$ cat src/rtl/mcr_regs.vh
`ifndef MCR_REGS_VH
`define MCR_REGS_VH

// Register indices (one 32-bit word per index)
`define MCR_ADDR_W 16
`define MCR_OFS_RESET_CTRL_IDX 16'h0003
`define MCR_OFS_CONFIG_ZERO_IDX 16'h0004
`define MCR_OFS_FEATURES_IDX 16'h0002

// Control header layout
`define MCR_HDR_DNC 31
`define MCR_HDR_WNR 29
`define MCR_HDR_MMS_HI 27
`define MCR_HDR_MMS_LO 24
`define MCR_HDR_ADDR_HI 23
`define MCR_HDR_ADDR_LO 8

// reset_control fields
`define MCR_RST_REINIT_BIT 0
`define MCR_RESET_CTRL_RST 32'h00000000

// config_zero fields
`define MCR_CFG_DONE_BIT 15
`define MCR_CFG_FCS_BIT 14
`define MCR_CFG_SELALIGN_BIT 13
`define MCR_CFG_ZALIGN_BIT 12
`define MCR_CFG_CPS_HI 2
`define MCR_CFG_CPS_LO 0
`define MCR_CFG_CPS_RST 3'h6

// supported_features fields and fixed value
`define MCR_FEAT_RETRY_BIT 4
`define MCR_FEAT_RETRY_VAL 1'h0
`define MCR_FEAT_MIN_PAYLOAD_CODE_VAL 3'h3
`define MCR_FEAT_VALUE 32'h000006C3

// Timing
`define MCR_CLK_NS 20
`define MCR_CS_MIN_NS 100
`define MCR_CS_CNT_W 4

`endif

$ cat src/rtl/mcr_sync.v
`timescale 1ns/1ns

// Two-flop synchroniser for asynchronous pin levels
module mcr_sync #(
  parameter WIDTH = 1,
  parameter [WIDTH-1:0] RESET_VAL = {WIDTH{1'b0}}
) (
  input wire sys_clk,
  input wire reset_n,
  input wire [WIDTH-1:0] async_in,
  output wire [WIDTH-1:0] sync_out
);

  reg [WIDTH-1:0] meta_ff;
  reg [WIDTH-1:0] stable_ff;

  // First stage feeds only the second stage
  always @(posedge sys_clk or negedge reset_n) begin
    if (!reset_n) begin
      meta_ff <= RESET_VAL;
      stable_ff <= RESET_VAL;
    end else begin
      meta_ff <= async_in;
      stable_ff <= meta_ff;
    end
  end

  assign sync_out = stable_ff;

endmodule // mcr_sync

$ cat src/rtl/mcr_config_reset_regs.v
`timescale 1ns/1ns
`include "mcr_regs.vh"

// Contract
// - Retry capability field reads 0; meaningful only with chunked protocol.
// - Capability bits [2:0] report N, minimum payload 2^N bytes, value 3.
// - Code 110=64, 101=32, 100=16, 011=8 bytes.
// - Writing 1 to reset bit 0 reinitialises device, PHY and all registers.
// - Software reset waits until chip select is released.
// - Reset request bit clears itself; software sees it write-only.
// - Configuration-done bit 15 is copied into every receive footer.
// - Configuration-done sets on written 1, ignores 0, holds until reset.
// - After any reset: config-done clear, reset-complete set, interrupt on.
// - Bit 14 set: last four octets of host frames checked as FCS.
// - Bit 13 set: frames start only in first chunk after select, offset 0.
// - Bit 13 clear: frames may start in any receive chunk.
// - Bit 12 set: frames start at first payload word, offset 0.
// - Bit 12 clear: frames may start at any payload word.
// - Alignment options act only with the chunked protocol selected.
// - Capability bit 4 tells whether sequence checking and retry exist.
module mcr_config_reset_regs #(
  parameter OFS_W = 4
) (
  input wire sys_clk,
  input wire reset_n,
  input wire spi_sclk,
  input wire spi_cs_n,
  input wire spi_mosi,
  output wire spi_miso,
  output wire spi_miso_oe,
  input wire oa_protocol_sel,
  input wire rx_word_valid,
  input wire rx_chunk_first,
  input wire rx_frame_waiting,
  input wire reset_complete_clear,
  output wire irq_n,
  output wire reset_complete_flag,
  output wire device_reinit,
  output wire footer_config_done,
  output wire rx_frame_start,
  output wire [OFS_W-1:0] start_word_offset,
  output wire host_fcs_check_enable,
  output wire select_aligned_rx_enable,
  output wire payload_aligned_rx_enable,
  output wire [2:0] chunk_payload_size_field,
  output wire [2:0] min_payload_code,
  output wire chunk_retry_capable,
  output wire [7:0] min_payload_bytes
);

  // Least chip-select low time, rounded up to whole clocks
  localparam integer CS_MIN_CYC =
    (`MCR_CS_MIN_NS + `MCR_CLK_NS - 1) / `MCR_CLK_NS;
  localparam [`MCR_CS_CNT_W-1:0] CS_MIN_CNT =
    CS_MIN_CYC[`MCR_CS_CNT_W-1:0];

  // Serial command states, one-hot
  localparam [3:0] ST_IDLE = 4'h1;
  localparam [3:0] ST_HDR = 4'h2;
  localparam [3:0] ST_DATA = 4'h4;
  localparam [3:0] ST_DONE = 4'h8;

  wire sclk_s;
  wire cs_n_s;
  wire mosi_s;
  wire oa_sel_s;
  reg sclk_d_ff;
  reg cs_n_d_ff;
  wire sclk_rise;
  wire sclk_fall;
  wire cs_assert;
  wire cs_release;
  wire cs_act;

  reg [3:0] state_ff;
  reg [4:0] bit_cnt_ff;
  reg [31:0] shift_in_ff;
  reg [31:0] shift_out_ff;
  reg [31:0] hdr_ff;
  reg miso_ff;
  reg wr_pulse_ff;
  reg [31:0] wr_data_ff;
  reg [`MCR_ADDR_W-1:0] wr_addr_ff;
  wire [31:0] hdr_next;
  wire [31:0] rd_value;

  reg reinit_pending_ff;
  reg [`MCR_CS_CNT_W-1:0] cs_low_cnt_ff;
  reg soft_rst_ff;
  reg reset_complete_ff;

  reg config_done_ff;
  reg fcs_check_ff;
  reg sel_align_ff;
  reg zero_align_ff;
  reg [2:0] cps_ff;
  wire [31:0] config_zero_rd;

  reg [OFS_W-1:0] word_idx_ff;
  reg armed_ff;
  reg first_chunk_ff;
  reg [OFS_W-1:0] swo_ff;
  wire [OFS_W-1:0] cur_idx;
  wire in_first_chunk;
  wire sel_ok;
  wire zero_ok;

  // Pin levels: clock, select (idle high), data and protocol strap
  mcr_sync #(
    .WIDTH(4),
    .RESET_VAL(4'h2)
  ) u_pin_sync (
    .sys_clk(sys_clk),
    .reset_n(reset_n),
    .async_in({oa_protocol_sel, spi_mosi, spi_cs_n, spi_sclk}),
    .sync_out({oa_sel_s, mosi_s, cs_n_s, sclk_s})
  );

  // Edge detection works on the settled copies only
  always @(posedge sys_clk or negedge reset_n) begin
    if (!reset_n) begin
      sclk_d_ff <= 1'b0;
      cs_n_d_ff <= 1'b1;
    end else begin
      sclk_d_ff <= sclk_s;
      cs_n_d_ff <= cs_n_s;
    end
  end

  assign sclk_rise = sclk_s & ~sclk_d_ff;
  assign sclk_fall = ~sclk_s & sclk_d_ff;
  assign cs_assert = ~cs_n_s & cs_n_d_ff;
  assign cs_release = cs_n_s & ~cs_n_d_ff;
  assign cs_act = ~cs_n_s;

  // Header as it stands once its last bit is shifted in
  assign hdr_next = {shift_in_ff[30:0], mosi_s};

  // Read view of config_zero; unlisted bits read zero
  assign config_zero_rd = {16'h0000, config_done_ff, fcs_check_ff,
                           sel_align_ff, zero_align_ff, 9'h000, cps_ff};

  // Read mux; reset_control is write-only and reads zero
  // request hidden
  function [31:0] read_mux;
    input [31:0] hdr;
    input [31:0] cfg;
    begin
      read_mux = 32'h00000000;
      // Data commands and other maps read zero
      if (!hdr[`MCR_HDR_DNC] &&
          hdr[`MCR_HDR_MMS_HI:`MCR_HDR_MMS_LO] == 4'h0) begin
        case (hdr[`MCR_HDR_ADDR_HI:`MCR_HDR_ADDR_LO])
          `MCR_OFS_FEATURES_IDX: read_mux = `MCR_FEAT_VALUE;
          `MCR_OFS_CONFIG_ZERO_IDX: read_mux = cfg;
          default: read_mux = 32'h00000000;
        endcase
      end
    end
  endfunction

  assign rd_value = read_mux(hdr_next, config_zero_rd);

  // Control command engine: 32 header bits then 32 data bits.
  // Sampling on the system clock limits the link clock to well below
  // a quarter of the system rate; the bench runs it at one eighth.
  always @(posedge sys_clk or negedge reset_n) begin
    if (!reset_n) begin
      state_ff <= ST_IDLE;
      bit_cnt_ff <= 5'h00;
      shift_in_ff <= 32'h00000000;
      shift_out_ff <= 32'h00000000;
      hdr_ff <= 32'h00000000;
      miso_ff <= 1'b0;
      wr_pulse_ff <= 1'b0;
      wr_data_ff <= 32'h00000000;
      wr_addr_ff <= 16'h0000;
    end else if (soft_rst_ff) begin
      state_ff <= ST_IDLE;
      bit_cnt_ff <= 5'h00;
      shift_in_ff <= 32'h00000000;
      shift_out_ff <= 32'h00000000;
      hdr_ff <= 32'h00000000;
      miso_ff <= 1'b0;
      wr_pulse_ff <= 1'b0;
      wr_data_ff <= 32'h00000000;
      wr_addr_ff <= 16'h0000;
    end else begin
      wr_pulse_ff <= 1'b0;
      case (state_ff)
        ST_IDLE: begin
          miso_ff <= 1'b0;
          bit_cnt_ff <= 5'h00;
          if (cs_act) begin
            state_ff <= ST_HDR;
          end
        end
        ST_HDR: begin
          if (!cs_act) begin
            state_ff <= ST_IDLE;
          end else if (sclk_rise) begin
            shift_in_ff <= hdr_next;
            bit_cnt_ff <= bit_cnt_ff + 5'h01;
            if (bit_cnt_ff == 5'h1F) begin
              hdr_ff <= hdr_next;
              shift_out_ff <= rd_value;
              state_ff <= ST_DATA;
            end
          end
        end
        ST_DATA: begin
          if (!cs_act) begin
            state_ff <= ST_IDLE;
          end else if (sclk_rise) begin
            shift_in_ff <= hdr_next;
            bit_cnt_ff <= bit_cnt_ff + 5'h01;
            if (bit_cnt_ff == 5'h1F) begin
              state_ff <= ST_DONE;
              wr_data_ff <= hdr_next;
              wr_addr_ff <= hdr_ff[`MCR_HDR_ADDR_HI:`MCR_HDR_ADDR_LO];
              // Data commands and other memory maps are not ours
              wr_pulse_ff <= hdr_ff[`MCR_HDR_WNR] &
                             ~hdr_ff[`MCR_HDR_DNC] &
                             (hdr_ff[`MCR_HDR_MMS_HI:`MCR_HDR_MMS_LO]
                              == 4'h0);
            end
          end else if (sclk_fall) begin
            miso_ff <= shift_out_ff[31];
            shift_out_ff <= {shift_out_ff[30:0], 1'b0};
          end
        end
        ST_DONE: begin
          // Extra clocks are ignored until select is released
          if (!cs_act) begin
            state_ff <= ST_IDLE;
          end else if (sclk_fall) begin
            miso_ff <= 1'b0;
          end
        end
        default: begin
          state_ff <= ST_IDLE;
        end
      endcase
    end
  end

  // Configuration fields; hardware holds no setter but the host
  always @(posedge sys_clk or negedge reset_n) begin
    if (!reset_n) begin
      config_done_ff <= 1'b0;
      fcs_check_ff <= 1'b0;
      sel_align_ff <= 1'b0;
      zero_align_ff <= 1'b0;
      cps_ff <= `MCR_CFG_CPS_RST;
    end else if (soft_rst_ff) begin
      config_done_ff <= 1'b0;
      fcs_check_ff <= 1'b0;
      sel_align_ff <= 1'b0;
      zero_align_ff <= 1'b0;
      cps_ff <= `MCR_CFG_CPS_RST;
    end else if (wr_pulse_ff &&
                 wr_addr_ff == `MCR_OFS_CONFIG_ZERO_IDX) begin
      config_done_ff <= config_done_ff | wr_data_ff[`MCR_CFG_DONE_BIT];
      fcs_check_ff <= wr_data_ff[`MCR_CFG_FCS_BIT];
      sel_align_ff <= wr_data_ff[`MCR_CFG_SELALIGN_BIT];
      zero_align_ff <= wr_data_ff[`MCR_CFG_ZALIGN_BIT];
      // The size is stored as written; staying above the minimum is
      // left to the host
      // host keeps size
      cps_ff <= wr_data_ff[`MCR_CFG_CPS_HI:`MCR_CFG_CPS_LO];
    end
  end

  // Deferred software reset: request, select timing, release
  always @(posedge sys_clk or negedge reset_n) begin
    if (!reset_n) begin
      reinit_pending_ff <= 1'b0;
      cs_low_cnt_ff <= {`MCR_CS_CNT_W{1'b0}};
      soft_rst_ff <= 1'b0;
    end else begin
      soft_rst_ff <= 1'b0;
      if (!cs_act) begin
        cs_low_cnt_ff <= {`MCR_CS_CNT_W{1'b0}};
      end else if (cs_low_cnt_ff != CS_MIN_CNT) begin
        cs_low_cnt_ff <= cs_low_cnt_ff + {{(`MCR_CS_CNT_W-1){1'b0}}, 1'b1};
      end
      if (cs_release) begin
        soft_rst_ff <= reinit_pending_ff & (cs_low_cnt_ff == CS_MIN_CNT);
        reinit_pending_ff <= 1'b0;
      end else if (wr_pulse_ff &&
                   wr_addr_ff == `MCR_OFS_RESET_CTRL_IDX &&
                   wr_data_ff[`MCR_RST_REINIT_BIT]) begin
        reinit_pending_ff <= 1'b1;
      end
    end
  end

  // Reset-complete status; a new reset wins over a clear
  always @(posedge sys_clk or negedge reset_n) begin
    if (!reset_n) begin
      reset_complete_ff <= 1'b1;
    end else if (soft_rst_ff) begin
      reset_complete_ff <= 1'b1;
    end else if (reset_complete_clear) begin
      reset_complete_ff <= 1'b0;
    end
  end

  // Word position inside the current receive chunk payload
  assign cur_idx = rx_chunk_first ? {OFS_W{1'b0}} : word_idx_ff;
  assign in_first_chunk = rx_chunk_first ? armed_ff : first_chunk_ff;

  always @(posedge sys_clk or negedge reset_n) begin
    if (!reset_n) begin
      word_idx_ff <= {OFS_W{1'b0}};
      armed_ff <= 1'b0;
      first_chunk_ff <= 1'b0;
    end else if (soft_rst_ff) begin
      word_idx_ff <= {OFS_W{1'b0}};
      armed_ff <= 1'b0;
      first_chunk_ff <= 1'b0;
    end else begin
      if (rx_word_valid) begin
        word_idx_ff <= cur_idx + {{(OFS_W-1){1'b0}}, 1'b1};
      end
      // Select assertion arms the next chunk as the first one
      if (cs_assert) begin
        armed_ff <= 1'b1;
        first_chunk_ff <= 1'b0;
      end else if (rx_word_valid && rx_chunk_first) begin
        first_chunk_ff <= armed_ff;
        armed_ff <= 1'b0;
      end
    end
  end

  // Frame start qualification; generic protocol ignores both options
  // first chunk only
  assign sel_ok = ~oa_sel_s | ~sel_align_ff |
                  (in_first_chunk & (cur_idx == {OFS_W{1'b0}}));
  assign zero_ok = ~oa_sel_s | ~zero_align_ff |
                   (cur_idx == {OFS_W{1'b0}});
  assign rx_frame_start = rx_word_valid & rx_frame_waiting & sel_ok &
                          zero_ok;

  // Offset held for the footer of the chunk that starts the frame
  always @(posedge sys_clk or negedge reset_n) begin
    if (!reset_n) begin
      swo_ff <= {OFS_W{1'b0}};
    end else if (soft_rst_ff) begin
      swo_ff <= {OFS_W{1'b0}};
    end else if (rx_frame_start) begin
      swo_ff <= cur_idx;
    end
  end

  // Link side outputs
  assign spi_miso = miso_ff;
  assign spi_miso_oe = cs_act;

  assign irq_n = ~reset_complete_ff;
  assign reset_complete_flag = reset_complete_ff;
  assign device_reinit = soft_rst_ff;

  assign footer_config_done = config_done_ff;
  assign start_word_offset = swo_ff;

  assign host_fcs_check_enable = fcs_check_ff;
  assign select_aligned_rx_enable = sel_align_ff;
  assign payload_aligned_rx_enable = zero_align_ff;
  assign chunk_payload_size_field = cps_ff;

  assign chunk_retry_capable = `MCR_FEAT_RETRY_VAL;
  assign min_payload_code = `MCR_FEAT_MIN_PAYLOAD_CODE_VAL;
  assign min_payload_bytes = 8'h01 << min_payload_code;

endmodule // mcr_config_reset_regs

$ cat config.mk
export PLATFORM = sky130hd
export DESIGN_NAME = mcr_config_reset_regs
export DESIGN_NICKNAME = d
export VERILOG_FILES = /design/src/rtl/mcr_sync.v /design/src/rtl/mcr_config_reset_regs.v
export VERILOG_INCLUDE_DIRS = /design/src /design/src/rtl
export SDC_FILE = /design/constraint.sdc
export NUM_CORES = 1
export LEC_CHECK = 0
export BUFFER_PORTS_ARGS = -buffer_cell sky130_fd_sc_hd__buf_2
export CAP_MARGIN = 5
export CORE_MARGIN = 4
export CORE_UTILIZATION = 47
export CTS_BUF_LIST = sky130_fd_sc_hd__clkbuf_2 sky130_fd_sc_hd__clkbuf_4 sky130_fd_sc_hd__clkbuf_8
export DETAILED_ROUTE_END_ITERATION = 8
export PLACE_DENSITY_LB_ADDON = 0.1
export SYNTH_ARGS = -nofsm -noshare
export SYNTH_HDL_FRONTEND = slang
export SYNTH_SLANG_ARGS = --single-unit
$ cat constraint.sdc
create_clock -name sys_clk -period 4.2 [get_ports sys_clk]
set_clock_uncertainty 0.2 [all_clocks]
set_input_delay 0.42 -clock sys_clk [delete_from_list [all_inputs] [get_ports sys_clk]]
set_output_delay 0.42 -clock sys_clk [all_outputs]
set_load 0.1 [all_outputs]
Yosys cells after proc, flatten, opt, wreduce, memory -nomap -nowiden
Index checks and enable logic that the tools add are counted.
Word-level totals
  flip-flop bits (word level): 172
  logic and storage cells: 195
Operators by class
  add/subtract/negate cells: 3
  equal/unequal tests: 28
  muxes and demuxes: 81
  bitwise gates (word level): 25
  reductions and logical operators: 32
Operators with widths (number)
  2-to-1 mux 32 bit: 13
  2-to-1 mux 31 bit: 4
  2-to-1 mux 16 bit: 7
  2-to-1 mux 4 bit: 16
  case mux 32 bit (2 select lines): 1
  == test 16 x 2 -> 1 bit, second input constant: 2
  == test 16 x 3 -> 1 bit, second input constant: 2
  case mux 16 bit (2 select lines): 1
  2-to-1 mux 1 bit: 31
  != test 3 bit, second input constant: 10
  nonzero test 2 bit: 11
  != test 4 x 3 -> 1 bit, second input constant: 5
  case mux 4 bit (4 select lines): 1
  2-to-1 mux 5 bit: 3
  logical NOT 4 bit: 3
  AND reduction 6 bit: 2
  bitwise AND 1 bit: 11
  case mux 5 bit (2 select lines): 1
  inverter 1 bit: 9
  nonzero test 3 bit: 3
  adder 4 x 1 -> 4 bit, second input constant: 2
  == test 4 x 3 -> 1 bit, second input constant: 2
  AND reduction 4 bit: 2
  AND reduction 7 bit: 1
  other kinds (16): 26

Longest topological paths before layout
  depth in word-level cells: 8
  depth in mapped cells: 10

Hierarchy
From an unflattened synthesis, not the netlist that was laid out.
Second synthesis, totals
  cell total of the unflattened synthesis: 620
  area, all modules: 6613.8 um^2
By module, submodules not included
  mcr_config_reset_regs: instances 1, cells each 612, area each 6411.1 um^2
  mcr_sync: instances 1, cells each 8, area each 202.7 um^2

Worst setup path after synthesis
No wires, ideal clock.
  kind: register to output
  from: register zero_align_ff (netlist: payload_aligned_rx_enable)
  to: output port rx_frame_start
  data arrival time: 2.995 ns
  path slack: 0.585 ns
  cell stages (with the launch flop): 4
  path through: dfrtp_1 > nor2b_1 > a221o_1 > a31oi_1
On the way
  cells in the longest elaborated chain, start to end: 4
Ends and longest elaborated chain
  from (decl): line mcr_config_reset_regs.v:95  | reg zero_align_ff;
  from (signal assigned): line mcr_config_reset_regs.v:266  | zero_align_ff <= wr_data_ff[`MCR_CFG_ZALIGN_BIT];
  inverter 1 bit: line mcr_config_reset_regs.v:341  | assign zero_ok = ~oa_sel_s | ~zero_align_ff |
  bitwise OR 1 bit (2 in a row): line mcr_config_reset_regs.v:341
  bitwise AND 1 bit: line mcr_config_reset_regs.v:343  | assign rx_frame_start = rx_word_valid & rx_frame_waiting & sel_ok &
  to (decl): line mcr_config_reset_regs.v:40  | output wire rx_frame_start,
No other way between the ends.

Worst setup path in the final report
  from: register word_idx_ff[0]
  to: output port rx_frame_start
On the way
  cells in the longest elaborated chain, start to end: 6
  elaborated cells on any way between the ends: 7
Ends and longest elaborated chain
  from (decl): line mcr_config_reset_regs.v:99  | reg [OFS_W-1:0] word_idx_ff;
  from (signal assigned): line mcr_config_reset_regs.v:315  | word_idx_ff <= {OFS_W{1'b0}};
  from (signal assigned): line mcr_config_reset_regs.v:319  | word_idx_ff <= {OFS_W{1'b0}};
  from (signal assigned): line mcr_config_reset_regs.v:324  | word_idx_ff <= cur_idx + {{(OFS_W-1){1'b0}}, 1'b1};
  2-to-1 mux 4 bit (*): line mcr_config_reset_regs.v:310  | assign cur_idx = rx_chunk_first ? {OFS_W{1'b0}} : word_idx_ff;
  logical NOT 4 bit (*): line mcr_config_reset_regs.v:340, mcr_config_reset_regs.v:342
  bitwise AND 1 bit: line mcr_config_reset_regs.v:340  | (in_first_chunk & (cur_idx == {OFS_W{1'b0}}));
  bitwise OR 1 bit: line mcr_config_reset_regs.v:339  | assign sel_ok = ~oa_sel_s | ~sel_align_ff |
  bitwise AND 1 bit: line mcr_config_reset_regs.v:343
  bitwise AND 1 bit (*): line mcr_config_reset_regs.v:343
Every way passes the cells marked *; elsewhere a longest branch is shown, timed or not.

==> results.txt <==
----------------------------------------------------
[STA]
  Period utilization ... about 69%
  Setup total negative slack ... 0 ns
  Rel. slew slack ... approximately 20%
  Hold Vio Cnt, Final ... 0
  Pins Over Slew Limit ... 0
  Count of final setup violators ... 0
  Post-route minimum period ... 2.89 ns
  Peak Freq ... roughly 350 MHz
  Transition time of the tightest slew-check pin ... ~1.2 ns
  Setup repair after global routing missed its margin ... no

[Placed design]
  Final GP Congestion ... ~0.86
  DPL Wire Length ... roughly 9400 µm
  Number of buffers inserted by port buffering ... 26
  Post-place instance area ... approximately 0.007 mm²

[Clock network]
  Number of buffers created by CTS ... 17
  Number of sinks on the clock net ... 153
  Depth of the CTS H-tree ... 4
  Maximum number of buffers from clock root to sink ... 2
  Clock-pin slew on the worst setup and hold paths ... 0.08 ns
  Cell at the root of the clock tree ... sky130_fd_sc_hd__clkbuf_8
  TritonCTS clock tree ... built
  Latest clock arrival within the worst-skew pair ... 0.44 ns

[Pwr]
  Fraction of power consumed by sequential logic ... between 50% and 60%
  Switching fraction of total power ... 27.6%
  Pwr dens ... between 300 and 400 mW/mm²
  Leakage power ... 3.32 nW
  Internal power ... 2.15 mW
  Combinational share of power ... 9.6%
  Portion of total power attributed to the clock network ... 38.3%
  Power spent charging and discharging nets ... between 800 and 900 µW
  Peak supply drop ... 0.234 mV

[Detailed routing]
  Number of remaining DRC errors ... 0
  First-iteration detailed-routing DRC count ... a little over 400
  Detail-routed via count per cell ... about 5.6
  Total vias in the final route ... about 5.1k
  Antenna-violating nets left ... 0
  Overall routed net length ... 14600 µm
  Wire per inst ... between 15 and 20 µm
  Number of iterations in the first detailed-routing pass ... 5

[Min path]
  Source of the worst hold timing path ... rx_word_valid
  Worst hold path type ... in -> reg

[Synthesis]
  Number of enable flip-flop cells after synthesis ... 0
  Cell type contributing the most total cell area after synthesis ... sky130_fd_sc_hd__dfrtp_1
  Syn Inst Count ... between 700 and 800
  Area share of the leading cell type in the synthesized netlist ... between 50% and 60%
  Top flip-flop cell by instance count after synthesis ... sky130_fd_sc_hd__dfrtp_1
  Number of distinct library cell variants in the gate-level netlist after synthesis ... between 50 and 60
  Number of warnings reported in the yosys synthesis log ... 0
  Register area share after synthesis ... between 50% and 60%
  Largest cells by area after synthesis ... sky130_fd_sc_hd__dfrtp_1 (53%), sky130_fd_sc_hd__nand2_1 (8.2%), sky130_fd_sc_hd__o21ai_0 (5.0%), sky130_fd_sc_hd__a21oi_1 (3.4%), sky130_fd_sc_hd__dfstp_2 (2.7%)
  Synthesized area per cell ... 9.69 µm²
  Fraction of synthesis flops using an asynchronous set or reset pin ... 100%
  Post-synthesis sequential element count ... between 150 and 200
  Area of the mapped netlist ... roughly 0.0068 mm²

[Layout]
  Count of inserted antenna diode cells ... 0
  Util after Layout ... between 50 and 60%
  Final instance area ... 0.00751 mm²
  Share of final-layout standard cells stronger than drive strength 1 ... between 10% and 20%
  Area growth, synth to finish ... 9.73%
  Post-layout net count ... 730
  Number of inserted filler cells in the final layout ... 1266

[Floorplan]
  Die Wd ... 129 µm
  Height of the chip ... ~130 µm
  Total core area ... roughly 0.014 mm²
  Effective utilization at floorplan ... 48.7%
  Rows ... 43
  Area of the die ... about 0.017 mm²
  I/O pin count ... 39

[Worst setup path]
  Cell with the largest stage delay on the worst path ... sky130_fd_sc_hd__buf_2
  Capturing element type of the critical path ... output pin
  Launch instance of the worst register-to-register path ... u_pin_sync.sync_out[1]
  Largest incremental delay on the critical path ... about 0.45 ns
  Startpoint type of the worst setup path ... register
  Peak fanout along the critical path ... 5
  Cell Chain, Critical Path ... nand2b_1 -> ha_1 -> inv_1 -> a221o_1 -> a31oi_1 -> buf_2
  Data required, critical path ... roughly 3.6 ns
  Crit. Startpoint ... word_idx_ff[0]
  Arrival time reported for the critical path endpoint ... 2.27 ns
  Worst setup path class ... reg -> out

[GRT]
  Final global-route overflow total ... 0
  Total global routing track utilization ... roughly a fifth
  Number of antenna violations at the first check in global routing ... 0
  Number of global-route vias before repair ... 4938
  Largest net degree at the start of global routing ... roughly 110
  Global-route wire length before repair ... about 25000 µm

[Run status]
  Outcome ... complete, no violations

[Flow run]
  Maxcap violations ... 0

----------------------------------------------------
[per-stage QoR]
step | hold slack, ns | cells | total power, mW | worst slack [ns]
6_report | 0.0729 | 907 | 2.97 | 1.31
5_1_grt | 0.0437 | 907 | 3.10 | 1.15
4_1_cts | 0.0387 | 907 | 3.00 | 1.27
3_5_place_dp | 0.136 | 869 | 1.86 | 1.32
3_3_place_gp | 0.135 | 869 | 1.85 | 1.41
2_1_floorplan | -0.0756 | 716 | 1.79 | 0.585
[kinds of logic after synthesis]
| kind of cell | count (synthesis) | synth area share, % |
|---|---|---|
| AND/OR/NAND/NOR | 268 | 18.4 |
| AO/OA/AOI/OAI | 186 | 17.1 |
| buffers and inverters | 76 | 4.96 |
| flip-flops | 153 | 56.1 |
| multiplexers | 11 | 1.76 |
| XOR/XNOR | 4 | 0.512 |
| adder cells (fa/ha/maj) | 6 | 1.10 |
| other | 2 | 0.110 |
[cell usage after synthesis, types with 3 or more instances]
cell type / instances
sky130_fd_sc_hd__nand2_1: 149
sky130_fd_sc_hd__dfrtp_1: 146
sky130_fd_sc_hd__o21ai_0: 69
sky130_fd_sc_hd__a21oi_1: 46
sky130_fd_sc_hd__clkbuf_1: 45
sky130_fd_sc_hd__nor2_1: 25
sky130_fd_sc_hd__nand3_1: 22
sky130_fd_sc_hd__o211ai_1: 22
sky130_fd_sc_hd__a22o_1: 20
sky130_fd_sc_hd__inv_1: 14
sky130_fd_sc_hd__nor2b_1: 13
sky130_fd_sc_hd__buf_4: 12
sky130_fd_sc_hd__nand4_1: 11
sky130_fd_sc_hd__nor4_1: 11
sky130_fd_sc_hd__mux2_2: 8
sky130_fd_sc_hd__nor3_1: 8
sky130_fd_sc_hd__dfstp_2: 7
sky130_fd_sc_hd__ha_1: 6
sky130_fd_sc_hd__nand2b_1: 5
sky130_fd_sc_hd__o2bb2ai_1: 5
sky130_fd_sc_hd__a22oi_1: 4
sky130_fd_sc_hd__a31oi_1: 4
sky130_fd_sc_hd__and2_1: 3
sky130_fd_sc_hd__buf_1: 3
sky130_fd_sc_hd__mux2i_1: 3
sky130_fd_sc_hd__nor4b_1: 3
[area by class of cell]
| class | instances | area, µm² | area share, % |
|---|---|---|---|
| sequential | 153 | 3840 | 51.1 |
| multi-input combinational | 487 | 2720 | 36.2 |
| clock buffer | 20 | 269 | 3.58 |
| timing repair buffer | 41 | 264 | 3.52 |
| tap | 180 | 225 | 3.00 |
| clock inverter | 12 | 139 | 1.85 |
| inverter | 14 | 52.6 | 0.700 |
[worst max-delay path: cells and delay by family (launching register included)]
kind / cells / cell delay [ns]
buffers and inverters: 2 / 0.52
AO/OA/AOI/OAI: 2 / 0.58
AND/OR/NAND/NOR: 1 / 0.12
adder cells (fa/ha/maj): 1 / 0.20
flip-flops: 1 / 0.41
[per-layer routing]
metal	GRT usage (%)	part of all wire, %
met5	0	0
met4	6.24	1.6
met3	5.56	5.4
met2	28.2	46
met1	26.9	47
[registers in the layout (all words and copies together) (netlist names), 3 cells and up]
signal and cells:
u_pin_sync.sync_out 4, chunk_payload_size_field 3, state_ff 4, wr_data_ff 7
wr_addr_ff 16, hdr_ff 22, start_word_offset 4, shift_out_ff 32
cs_low_cnt_ff 4, bit_cnt_ff 5, shift_in_ff 31, u_pin_sync.meta_ff 4
word_idx_ff 4
[layout by cell type, fill, tap and decap left out, types with 3 or more instances in the layout]
master | netlist | layout
sky130_fd_sc_hd__clkinvlp_4 | 0 | 4
sky130_fd_sc_hd__inv_1 | 14 | 13
sky130_fd_sc_hd__dfstp_2 | 7 | 7
sky130_fd_sc_hd__o21ai_0 | 69 | 69
sky130_fd_sc_hd__and2_1 | 3 | 3
sky130_fd_sc_hd__a22o_1 | 20 | 20
sky130_fd_sc_hd__nor3_1 | 8 | 8
sky130_fd_sc_hd__a22oi_1 | 4 | 4
sky130_fd_sc_hd__nor4_1 | 11 | 11
sky130_fd_sc_hd__o2bb2ai_1 | 5 | 5
sky130_fd_sc_hd__nor4b_1 | 3 | 3
sky130_fd_sc_hd__conb_1 | 2 | 12
sky130_fd_sc_hd__nand3_1 | 22 | 22
sky130_fd_sc_hd__dfrtp_1 | 146 | 145
sky130_fd_sc_hd__nor2b_1 | 13 | 13
sky130_fd_sc_hd__nor2_1 | 25 | 25
sky130_fd_sc_hd__buf_4 | 12 | 9
sky130_fd_sc_hd__buf_2 | 1 | 25
sky130_fd_sc_hd__clkbuf_8 | 0 | 19
sky130_fd_sc_hd__nand4_1 | 11 | 11
sky130_fd_sc_hd__mux2_2 | 8 | 8
sky130_fd_sc_hd__ha_1 | 6 | 6
sky130_fd_sc_hd__dlygate4sd3_1 | 0 | 6
sky130_fd_sc_hd__nand2_1 | 149 | 149
sky130_fd_sc_hd__a21oi_1 | 46 | 45
sky130_fd_sc_hd__o211ai_1 | 22 | 22
sky130_fd_sc_hd__mux2i_1 | 3 | 3
sky130_fd_sc_hd__nand2b_1 | 5 | 5
sky130_fd_sc_hd__inv_6 | 0 | 3
[final timing paths]
path,depth (start not counted),to,slack [ns]
min in group asynchronous,2,hdr_ff[21],0.46
max in group asynchronous,3,u_pin_sync.sync_out[1],2.36
worst min-delay path,2,word_idx_ff[0],0.07
worst max-delay path,6,rx_frame_start,1.31
worst max register to register,4,bit_cnt_ff[0],1.34
worst min register to register,0,u_pin_sync.sync_out[2],0.15
[power by group through the flow]
| stage | logic (mW) | clock network (mW) | registers, mW |
|---|---|---|---|
| floorplan | 0.170 | 0 | 1.62 |
| global placement | 0.277 | 0 | 1.57 |
| detailed placement | 0.281 | 0 | 1.58 |
| CTS | 0.287 | 1.17 | 1.55 |
| global route | 0.310 | 1.24 | 1.56 |
| finish | 0.284 | 1.14 | 1.55 |
[repair_timing]
item,4_1_cts,5_1_grt
gates resized for setup,0,0
hold endpoints to repair,110,0
buffers inserted,0,0
hold buffers,6,0
Note: power is estimated with default switching activity, not from simulation.
